File: src/tapc_consts.svh
`ifndef TAPC_CONSTS_SVH
`define TAPC_CONSTS_SVH
`define TAPC_IR_WIDTH 4
`define TAPC_IR_RESET 4'h1
`define TAPC_IR_BYPASS 4'hF
`define TAPC_IR_IDCODE 4'h1
`define TAPC_IR_SCAN 4'h2
`define TAPC_ID_WIDTH 32
`define TAPC_ID_VALUE 32'h1234_5001
`define TAPC_SCAN_WIDTH 8
`define TAPC_STRAP_WAIT 2'h3
`endif

File: src/tapc_pkg.sv
package tapc_pkg;
   typedef enum logic [15:0] {
      TAPC_RESET = 16'h0001,
      TAPC_IDLE = 16'h0002,
      TAPC_SEL_DR = 16'h0004,
      TAPC_CAP_DR = 16'h0008,
      TAPC_SH_DR = 16'h0010,
      TAPC_EX1_DR = 16'h0020,
      TAPC_PA_DR = 16'h0040,
      TAPC_EX2_DR = 16'h0080,
      TAPC_UPD_DR = 16'h0100,
      TAPC_SEL_IR = 16'h0200,
      TAPC_CAP_IR = 16'h0400,
      TAPC_SH_IR = 16'h0800,
      TAPC_EX1_IR = 16'h1000,
      TAPC_PA_IR = 16'h2000,
      TAPC_EX2_IR = 16'h4000,
      TAPC_UPD_IR = 16'h8000
   } tapc_state_t;
endpackage

File: src/tapc_top.sv
`timescale 1ns/1ps
`default_nettype none
`include "tapc_consts.svh"
module tapc_top
   import tapc_pkg::*;
(
   // Clock and reset
   input wire logic clk_in,
   input wire logic rst_n_in,
   // Test pins
   input wire logic tck_in,
   input wire logic tms_in,
   input wire logic second_test_mode_select_in,
   input wire logic trst_in,
   input wire logic tdi_in,
   input wire logic emulation_line_zero_in,
   input wire logic output_disable_line_in,
   output logic tdo_out,
   output logic tdo_oe_out,
   // Mode outputs
   output logic scan_control_out,
   output logic pll_bypass_out,
   output tapc_pkg::tapc_state_t tap_state_out,
   // Strobes from the memory interface and their shared enable
   input wire logic data_space_strobe_n_in,
   input wire logic io_space_strobe_n_in,
   input wire logic program_space_strobe_n_in,
   output logic data_space_strobe_n_out,
   output logic io_space_strobe_n_out,
   output logic program_space_strobe_n_out,
   output logic strobe_oe_out
);
   import tapc_pkg::*;

   logic [1:0] rst_sync_q;
   logic rst_n;
   // Pin synchronisers: first stage read only by second
   logic [6:0] s1_q, s2_q, s2_d;
   logic tck_prev_q, tck_prev_d;
   logic tck, tms, second_test_mode_select, trst, tdi, emulation_line_zero, offn;
   logic rise, fall;
   tapc_state_t st_q, st_d;
   logic [`TAPC_IR_WIDTH-1:0] ir_sh_q, ir_sh_d, ir_q, ir_d;
   logic [`TAPC_ID_WIDTH-1:0] dr_q, dr_d;
   logic [`TAPC_SCAN_WIDTH-1:0] scan_q, scan_d;
   logic tdo_q, tdo_d, tdo_oe_q, tdo_oe_d;
   logic strap_done_q, strap_done_d, byp_q, byp_d, strap_ok_q, strap_ok_d;
   // Counts the cycles until the synchronised pins hold real levels
   logic [1:0] strap_cnt_q, strap_cnt_d;
   logic scan_q_o, scan_d_o, oe_q, oe_d;
   logic [2:0] strb_q, strb_d;

   always_ff @(posedge clk_in or negedge rst_n_in) begin
      if (!rst_n_in) begin
         rst_sync_q <= 2'h0;
      end else begin
         rst_sync_q <= {rst_sync_q[0], 1'b1};
      end
   end
   assign rst_n = rst_sync_q[1];

   assign {tck, tms, second_test_mode_select, trst, tdi, emulation_line_zero, offn} = s2_q;
   assign rise = tck && !tck_prev_q;
   assign fall = !tck && tck_prev_q;

   function automatic tapc_state_t next_state(input tapc_state_t s, input logic m);
      unique case (s)
         TAPC_RESET: next_state = m ? TAPC_RESET : TAPC_IDLE;
         TAPC_IDLE: next_state = m ? TAPC_SEL_DR : TAPC_IDLE;
         TAPC_SEL_DR: next_state = m ? TAPC_SEL_IR : TAPC_CAP_DR;
         TAPC_CAP_DR: next_state = m ? TAPC_EX1_DR : TAPC_SH_DR;
         TAPC_SH_DR: next_state = m ? TAPC_EX1_DR : TAPC_SH_DR;
         TAPC_EX1_DR: next_state = m ? TAPC_UPD_DR : TAPC_PA_DR;
         TAPC_PA_DR: next_state = m ? TAPC_EX2_DR : TAPC_PA_DR;
         TAPC_EX2_DR: next_state = m ? TAPC_UPD_DR : TAPC_SH_DR;
         TAPC_UPD_DR: next_state = m ? TAPC_SEL_DR : TAPC_IDLE;
         TAPC_SEL_IR: next_state = m ? TAPC_RESET : TAPC_CAP_IR;
         TAPC_CAP_IR: next_state = m ? TAPC_EX1_IR : TAPC_SH_IR;
         TAPC_SH_IR: next_state = m ? TAPC_EX1_IR : TAPC_SH_IR;
         TAPC_EX1_IR: next_state = m ? TAPC_UPD_IR : TAPC_PA_IR;
         TAPC_PA_IR: next_state = m ? TAPC_EX2_IR : TAPC_PA_IR;
         TAPC_EX2_IR: next_state = m ? TAPC_UPD_IR : TAPC_SH_IR;
         TAPC_UPD_IR: next_state = m ? TAPC_SEL_DR : TAPC_IDLE;
         default: next_state = TAPC_RESET;
      endcase
   endfunction

   // Selected data register length depends on instruction
   function automatic int unsigned dr_len(input logic [`TAPC_IR_WIDTH-1:0] ir);
      if (ir == `TAPC_IR_IDCODE) begin
         dr_len = `TAPC_ID_WIDTH;
      end else if (ir == `TAPC_IR_SCAN) begin
         dr_len = `TAPC_SCAN_WIDTH;
      end else begin
         dr_len = 1;
      end
   endfunction

   always_comb begin
      s2_d = s1_q;
      tck_prev_d = tck;
      st_d = st_q;
      ir_sh_d = ir_sh_q;
      ir_d = ir_q;
      dr_d = dr_q;
      scan_d = scan_q;
      tdo_d = tdo_q;
      tdo_oe_d = tdo_oe_q;
      // Low test reset holds the controller in reset: scan resets have no effect
      if (!trst) begin
         st_d = TAPC_RESET;
         ir_d = `TAPC_IR_RESET;
         tdo_oe_d = 1'b0;
      end else if (rise) begin
         // Both selects must be high to steer with a one; the second floats high when open
         st_d = next_state(st_q, tms && second_test_mode_select);
         unique case (st_q)
            TAPC_CAP_IR: ir_sh_d = `TAPC_IR_WIDTH'(1);
            TAPC_SH_IR: ir_sh_d = {tdi, ir_sh_q[`TAPC_IR_WIDTH-1:1]};
            TAPC_UPD_IR: ir_d = ir_sh_q;
            TAPC_CAP_DR: begin
               dr_d = (ir_q == `TAPC_IR_IDCODE) ? `TAPC_ID_VALUE : '0;
               if (ir_q == `TAPC_IR_SCAN) begin
                  dr_d[`TAPC_SCAN_WIDTH-1:0] = scan_q;
               end
            end
            TAPC_SH_DR: begin
               dr_d = dr_q >> 1;
               dr_d[dr_len(ir_q)-1] = tdi;
            end
            TAPC_UPD_DR: begin
               if (ir_q == `TAPC_IR_SCAN) begin
                  scan_d = dr_q[`TAPC_SCAN_WIDTH-1:0];
               end
            end
            TAPC_RESET: ir_d = `TAPC_IR_RESET;
            default: ;
         endcase
      end else if (fall) begin
         // Output changes on the falling edge so the pod samples it stable on the rise
         tdo_oe_d = (st_q == TAPC_SH_DR) || (st_q == TAPC_SH_IR);
         tdo_d = (st_q == TAPC_SH_IR) ? ir_sh_q[0] : dr_q[0];
      end
   end

   // Strap: PLL bypass latched once, from the pin levels held over reset
   // The synchronisers reset to zero, so their first outputs would fake a strap;
   // the latch waits until the pins have reached the registered condition
   always_comb begin
      strap_ok_d = !tms && !second_test_mode_select && !trst;
      strap_cnt_d = strap_done_q ? strap_cnt_q : strap_cnt_q + 2'h1;
      strap_done_d = strap_done_q || (strap_cnt_q == `TAPC_STRAP_WAIT);
      if (!strap_done_q && (strap_cnt_q == `TAPC_STRAP_WAIT)) begin
         byp_d = strap_ok_q;
      end else begin
         byp_d = byp_q;
      end
      scan_d_o = trst;
      oe_d = !(!offn && !trst && emulation_line_zero);
      strb_d = {data_space_strobe_n_in, io_space_strobe_n_in, program_space_strobe_n_in};
   end

   always_ff @(posedge clk_in or negedge rst_n) begin
      if (!rst_n) begin
         s1_q <= 7'h00;
         s2_q <= 7'h00;
         tck_prev_q <= 1'b0;
         st_q <= TAPC_RESET;
         ir_sh_q <= 4'h0;
         ir_q <= `TAPC_IR_RESET;
         dr_q <= 32'h0000_0000;
         scan_q <= 8'h00;
         tdo_q <= 1'b0;
         tdo_oe_q <= 1'b0;
         strap_ok_q <= 1'b1;
         strap_done_q <= 1'b0;
         strap_cnt_q <= 2'h0;
         byp_q <= 1'b0;
         scan_q_o <= 1'b0;
         oe_q <= 1'b1;
         strb_q <= 3'h7;
      end else begin
         s1_q <= {tck_in, tms_in, second_test_mode_select_in, trst_in, tdi_in,
                  emulation_line_zero_in, output_disable_line_in};
         s2_q <= s2_d;
         tck_prev_q <= tck_prev_d;
         st_q <= st_d;
         ir_sh_q <= ir_sh_d;
         ir_q <= ir_d;
         dr_q <= dr_d;
         scan_q <= scan_d;
         tdo_q <= tdo_d;
         tdo_oe_q <= tdo_oe_d;
         strap_ok_q <= strap_ok_d;
         strap_done_q <= strap_done_d;
         strap_cnt_q <= strap_cnt_d;
         byp_q <= byp_d;
         scan_q_o <= scan_d_o;
         oe_q <= oe_d;
         strb_q <= strb_d;
      end
   end

   // Every output is a register copy; pins reach them three clocks late at most, pll_bypass_out four
   assign tdo_out = tdo_q;
   assign tdo_oe_out = tdo_oe_q;
   assign scan_control_out = scan_q_o;
   assign pll_bypass_out = byp_q;
   assign tap_state_out = st_q;
   assign {data_space_strobe_n_out, io_space_strobe_n_out, program_space_strobe_n_out} = strb_q;
   assign strobe_oe_out = oe_q;
endmodule
`default_nettype wire

File: config.mk
export PLATFORM = sky130hd
export DESIGN_NAME = tapc_top
export DESIGN_NICKNAME = d
export VERILOG_FILES = /design/src/tapc_pkg.sv /design/src/tapc_top.sv
export VERILOG_INCLUDE_DIRS = /design/src /design/src/src
export SDC_FILE = /design/constraint.sdc
export NUM_CORES = 1
export LEC_CHECK = 0
export ABC_AREA = 1
export BUFFER_PORTS_ARGS = -buffer_cell sky130_fd_sc_hd__buf_2
export CORE_UTILIZATION = 41
export CTS_BUF_LIST = sky130_fd_sc_hd__clkbuf_4 sky130_fd_sc_hd__clkbuf_8
export DETAILED_ROUTE_END_ITERATION = 16
export PLACE_DENSITY = 0.58
export SETUP_SLACK_MARGIN = 0.15
export SYNTH_ARGS = -nofsm -noshare
export SYNTH_HDL_FRONTEND = slang
export SYNTH_SLANG_ARGS = --single-unit
File: constraint.sdc
create_clock -name clk_in -period 3.8 [get_ports clk_in]
set_clock_uncertainty 0.15 [all_clocks]
set_input_delay 0.19 -clock clk_in [delete_from_list [all_inputs] [get_ports clk_in]]
set_output_delay 0.19 -clock clk_in [all_outputs]
set_load 0.005 [all_outputs]
# Word-level counts from Yosys, hierarchy flattened
# Index checks and enable logic that the tools add are counted.
[classes]
add_sub_neg = 2
n_lt_le_gt_ge = 2
n_eq_ne = 23
n_reduce_logical = 30
bitwise_logic = 1
muxes = 34
[ops]
columns = ["operator", "count"]
rows = [
  ["$pmux W16 S12", 1],
  ["$mux W32", 3],
  ["$mux W16", 4],
  ["$pmux W32 S2", 1],
  ["$bwmux W32", 1],
  ["$ge A32 B1 Y1 const B", 1],
  ["$lt A32 B6 Y1 const B", 1],
  ["$sub A32 B1 Y32 const B", 1],
  ["$mux W29", 1],
  ["$mux W9", 2],
  ["$eq A16 B1 Y1 const B", 1],
  ["$eq A16 B10 Y1 const B", 1],
  ["$eq A16 B11 Y1 const B", 1],
  ["$eq A16 B12 Y1 const B", 1],
  ["$eq A16 B13 Y1 const B", 1],
  ["$eq A16 B14 Y1 const B", 1],
  ["$eq A16 B15 Y1 const B", 1],
  ["$eq A16 B16 Y1 const B", 1],
  ["$eq A16 B2 Y1 const B", 1],
  ["$eq A16 B3 Y1 const B", 1],
  ["$eq A16 B4 Y1 const B", 1],
  ["$eq A16 B5 Y1 const B", 1],
  ["$eq A16 B6 Y1 const B", 1],
  ["$eq A16 B7 Y1 const B", 1],
  ["31 further kinds", 62],
]
[word_totals]
regBits = 93
elab_cells = 110

# Longest topological paths before layout
[logic_depth]
ltp_word = 13
depth_mapped = 11

# Least setup slack after synthesis
# Ideal clock, no wire load.
[synth_path]
kind = "register to register"
startpoint = "register st_q[8] (netlist: tap_state_out[8])"
endpoint = "register dr_q[16]"
t_required_ns = 3.525
n_path_buf = 2
setup_slack_ns = 2.052
arrival_time_ns = 1.473
path_stages_with_launch = 11
setup_ns = 0.125
path_cell_list = "dfrtp_1 nor2_4 nand2_4 nor2_4 buf_6 nand3_1 nand2_4 inv_4 nor2_8 buf_8 o22ai_2"
[synth_between]
elab_chain_cells = 3
word_cells_on_any_way = 5
classes_between = "eq/ne: 2; mux: 1; reduce/logical: 2"
[synth_rtl]
columns = ["item", "line", "rtl"]
rows = [
  ["start, declared", "tapc_top.sv:42", "tapc_state_t st_q, st_d;"],
  ["start signal, assigned", "tapc_top.sv:187", "st_q <= st_d;"],
  ["$eq A16 B5 Y1 or $eq A16 B4 Y1 (tied branches)", "tapc_top.sv:117", "unique case (st_q)"],
  ["$reduce_bool A2 Y1 (no line)", "--", ""],
  ["$reduce_and A3 Y1 (no line)", "--", ""],
  ["end signal, assigned", "tapc_top.sv:190", "dr_q <= dr_d;"],
  ["end, declared", "tapc_top.sv:44", "logic [`TAPC_ID_WIDTH-1:0] dr_q, dr_d;"],
]
# Parallel ways exist; a longest one is shown, timed or not.
# A chain may end at the register's enable or synchronous reset.

# Worst setup path after layout
[layout_path]
startpoint = "register st_q[12] (netlist: tap_state_out[12])"
endpoint = "register dr_q[25]"
# Same word-level chain as after synthesis.

==> run metrics <==
status=finished clean; Vias=3030; share of cells above drive strength 1=22.5%; Core ar.=0.00982 mm²; ant diodes=0; crit path DAT=2.71 ns; hpwl dp=5670 µm; first-pass GRT wire length=13900 µm; NumNets Final=505; Routed WL per cell=13.1 µm; crit share post-route=69.1%; CTS sink count=93; Final Power=1.74 mW; Ys Warns=0; 1st-pass router iterations=5; Max Transition Viols Final=0; static leakage=2.29 nW; worst endpoint required time=3.88 ns; GR Util met1=24.9%; CP Max Fanout=23; Syn Inst Count=442; Fin Setup TNS=0 ns; Post-synth top cells=dfrtp_1, nand2_1, inv_1, nand3_1, nor2_1; RSZ-0062 raised after global routing=false; area delta synth->final=13.8%; die area=0.0106 mm²; CP Capture Type=flip-flop; P per Cell Area=366 mW/mm²; post-synthesis average cell area=9.44 µm²; fin worst setup slack=1.17 ns; min Tclk post-route=2.63 ns; Placer Congestion=0.902; placed cells=602; number of synthesized flops with an enable pin=0; R2R Setup Slk=1.17 ns; clk_lat worst skew=0.36 ns; GRT busiest layer=met2; Max Root-Sink Buffers=2; fillers=985; Worst-Margin Slew=0.973 ns; Clock transition at path regs=0.10 ns; die width=103 µm; most common cell in the netlist=dfrtp_1; normalized max-slew margin=35.1%; crit path kind=flip-flop to flip-flop; H-Tree Level Count=3; Final Instance Count excl. Fillers=630; Hold Path Class=flip-flop to flip-flop; # Post-CTS Setup Buffers=0; DR DRC count=0; Startpoint Class=flip-flop; number of top-level design ports=36; drt first-iter violations=103; family with the most delay on the worst path=simple AND/OR/NAND/NOR gates; max-cap violations=0; Fin. Hold Viols=0; CP cell instances=nor2_2 > nand2_2 > nor2_4 > nand2_1 > nand2_1 > nand3_4 > inv_4 > o21ai_0; syn_nets=455; synth unique cells=40; Top cell by count, worst path=nand2_1; CTS tree=done; largest net degree at the start of global routing=79; top cell type by total area after synthesis=dfrtp_1; Die Y=103 µm; total grt overflow=0; Place WS=1.18 ns; starting density of the core=42.5%; Worst path slowest cell=nand2_1; Num CTS Buffers=9; FMAX=0.381 GHz; met3 GRT Util=3.25%; CP peak stage delay=0.51 ns; routed wire length=8260 µm; antenna violations before repair=0; vias in the first global route=2926; clock root buffer=clkbuf_8; GRT Resource Usage Total=17.5%; post-synth design cell area=0.00417 mm²; Site Rows=36; Worst Path Buf+Inv=1; Area contributors post-synth=dfrtp_1, nand2_1, inv_1, dfstp_2, nand3_1; Main synth FF type=dfrtp_1; M2 GR Usage=25.7%; ys async rst share=100%; post-synth top area share=51.6%; worst vdd ir=256 µV; setup violators final=0; register area share after synthesis=56.0%; I/O Buffers=35; vias per cell=4.81; Final Core Density=48.4%; cts repair resizes=0; FF+latch count, synth=93; Antenna Nets Post-Route=0
==> worst reg2reg max path, stage by stage (launching register included) <==
cell and delay [ns]:
dfrtp_1 0.44, nor2_2 0.16, nand2_2 0.10, nor2_4 0.30, nand2_1 0.51, nand2_1 0.29
nand3_4 0.21, inv_4 0.23, o21ai_0 0.11
==> flip-flops by register name, indices dropped and copies added (netlist names) <==
register / cells
strap_cnt_q: 2
tdo_oe_out: 1
strb_q: 3
tdo_out: 1
strap_ok_q: 1
strobe_oe_out: 1
scan_q: 8
pll_bypass_out: 1
s2_q: 7
tap_state_out: 16
tck_prev_q: 1
rst_sync_q: 2
s1_q: 7
ir_q: 4
strap_done_q: 1
scan_control_out: 1
dr_q: 32
ir_sh_q: 4
==> cells by family after synthesis <==
logic type | after synthesis | share of synthesized area (%)
DFF | 93 | 56.0
adders and majority gates | 1 | 0.300
other | 1 | 0.0899
xor gates and xnor gates | 1 | 0.210
AOI/OAI and AO/OA | 89 | 14.1
buffers and inverters | 78 | 8.19
and+or+nand+nor | 179 | 21.1
==> timing repair <==
action                     in CTS  in global routing
hold buffers                   12                  0
hold endpoints to repair       12                  0
setup endpoints to repair       0                  0
==> layer usage <==
| layer | routed length, µm | part of all wire [%] | vias up |
|---|---|---|---|
| met5 | 0 | 0 | - |
| met4 | 167 | 2.0 | 0 |
| met3 | 344 | 4.2 | 16 |
| met2 | 3530 | 43 | 63 |
| met1 | 4210 | 51 | 1421 |
| li1 | - | - | 1530 |
==> stage by stage <==
| step | cell area, µm² | hold WS [ns] |
|---|---|---|
| 5_1_grt | 4750 | 0.216 |
| 4_1_cts | 4750 | 0.206 |
| 3_3_place_gp | 4450 | -0.175 |
| 6_report | 4750 | 0.204 |
| 2_1_floorplan | 4170 | -0.256 |
| 3_5_place_dp | 4450 | -0.174 |
==> report_power, final <==
part | switching, mW | internal [mW] | total (mW)
clock network | 0.350 | 0.265 | 0.615
logic | 0.0535 | 0.0328 | 0.0863
registers | 0.0274 | 1.01 | 1.04
==> cell usage in the layout (no fill, tap or decap), types with 2 or more instances in the layout <==
master	instances
inv_4	2
nand4_1	2
a21oi_1	6
nand3b_4	2
nand3_1	32
clkinv_2	2
nor3_1	4
o21ai_1	14
o22ai_1	9
o211ai_1	2
dfstp_2	7
dfrtp_1	85
inv_2	6
clkbuf_8	10
dlygate4sd3_1	12
inv_1	60
buf_2	35
nor2_4	5
nand2_1	82
o21ai_0	30
nor2_1	32
a31oi_1	7
nand2_4	2
clkinv_4	3
o21ai_2	8
o22ai_2	10
nand2_2	4
nor2_2	8
==> layout make-up <==
cell class	instances	area, µm²	area share [%]
sequential	93	2340	49.3
multi-input combinational	271	1500	31.5
timing repair buffer	48	303	6.38
inverter	69	264	5.56
tap	133	166	3.50
clock buffer	11	145	3.06
clock inverter	5	36.3	0.764
==> path summary, 6_finish.rpt <==
kind                              startpoint          endpoint  depth (start not counted)
min in group asynchronous      rst_sync_q[1]           s1_q[5]                          0
max in group asynchronous      rst_sync_q[1]  tap_state_out[0]                          1
hold / removal                       s1_q[3]           s2_q[3]                          0
hold reg to reg                      s1_q[3]           s2_q[3]                          0
setup reg to reg           tap_state_out[12]          dr_q[25]                          8
setup / recovery           tap_state_out[12]          dr_q[25]                          8
No activity file was read; power rests on OpenSTA's default activity.
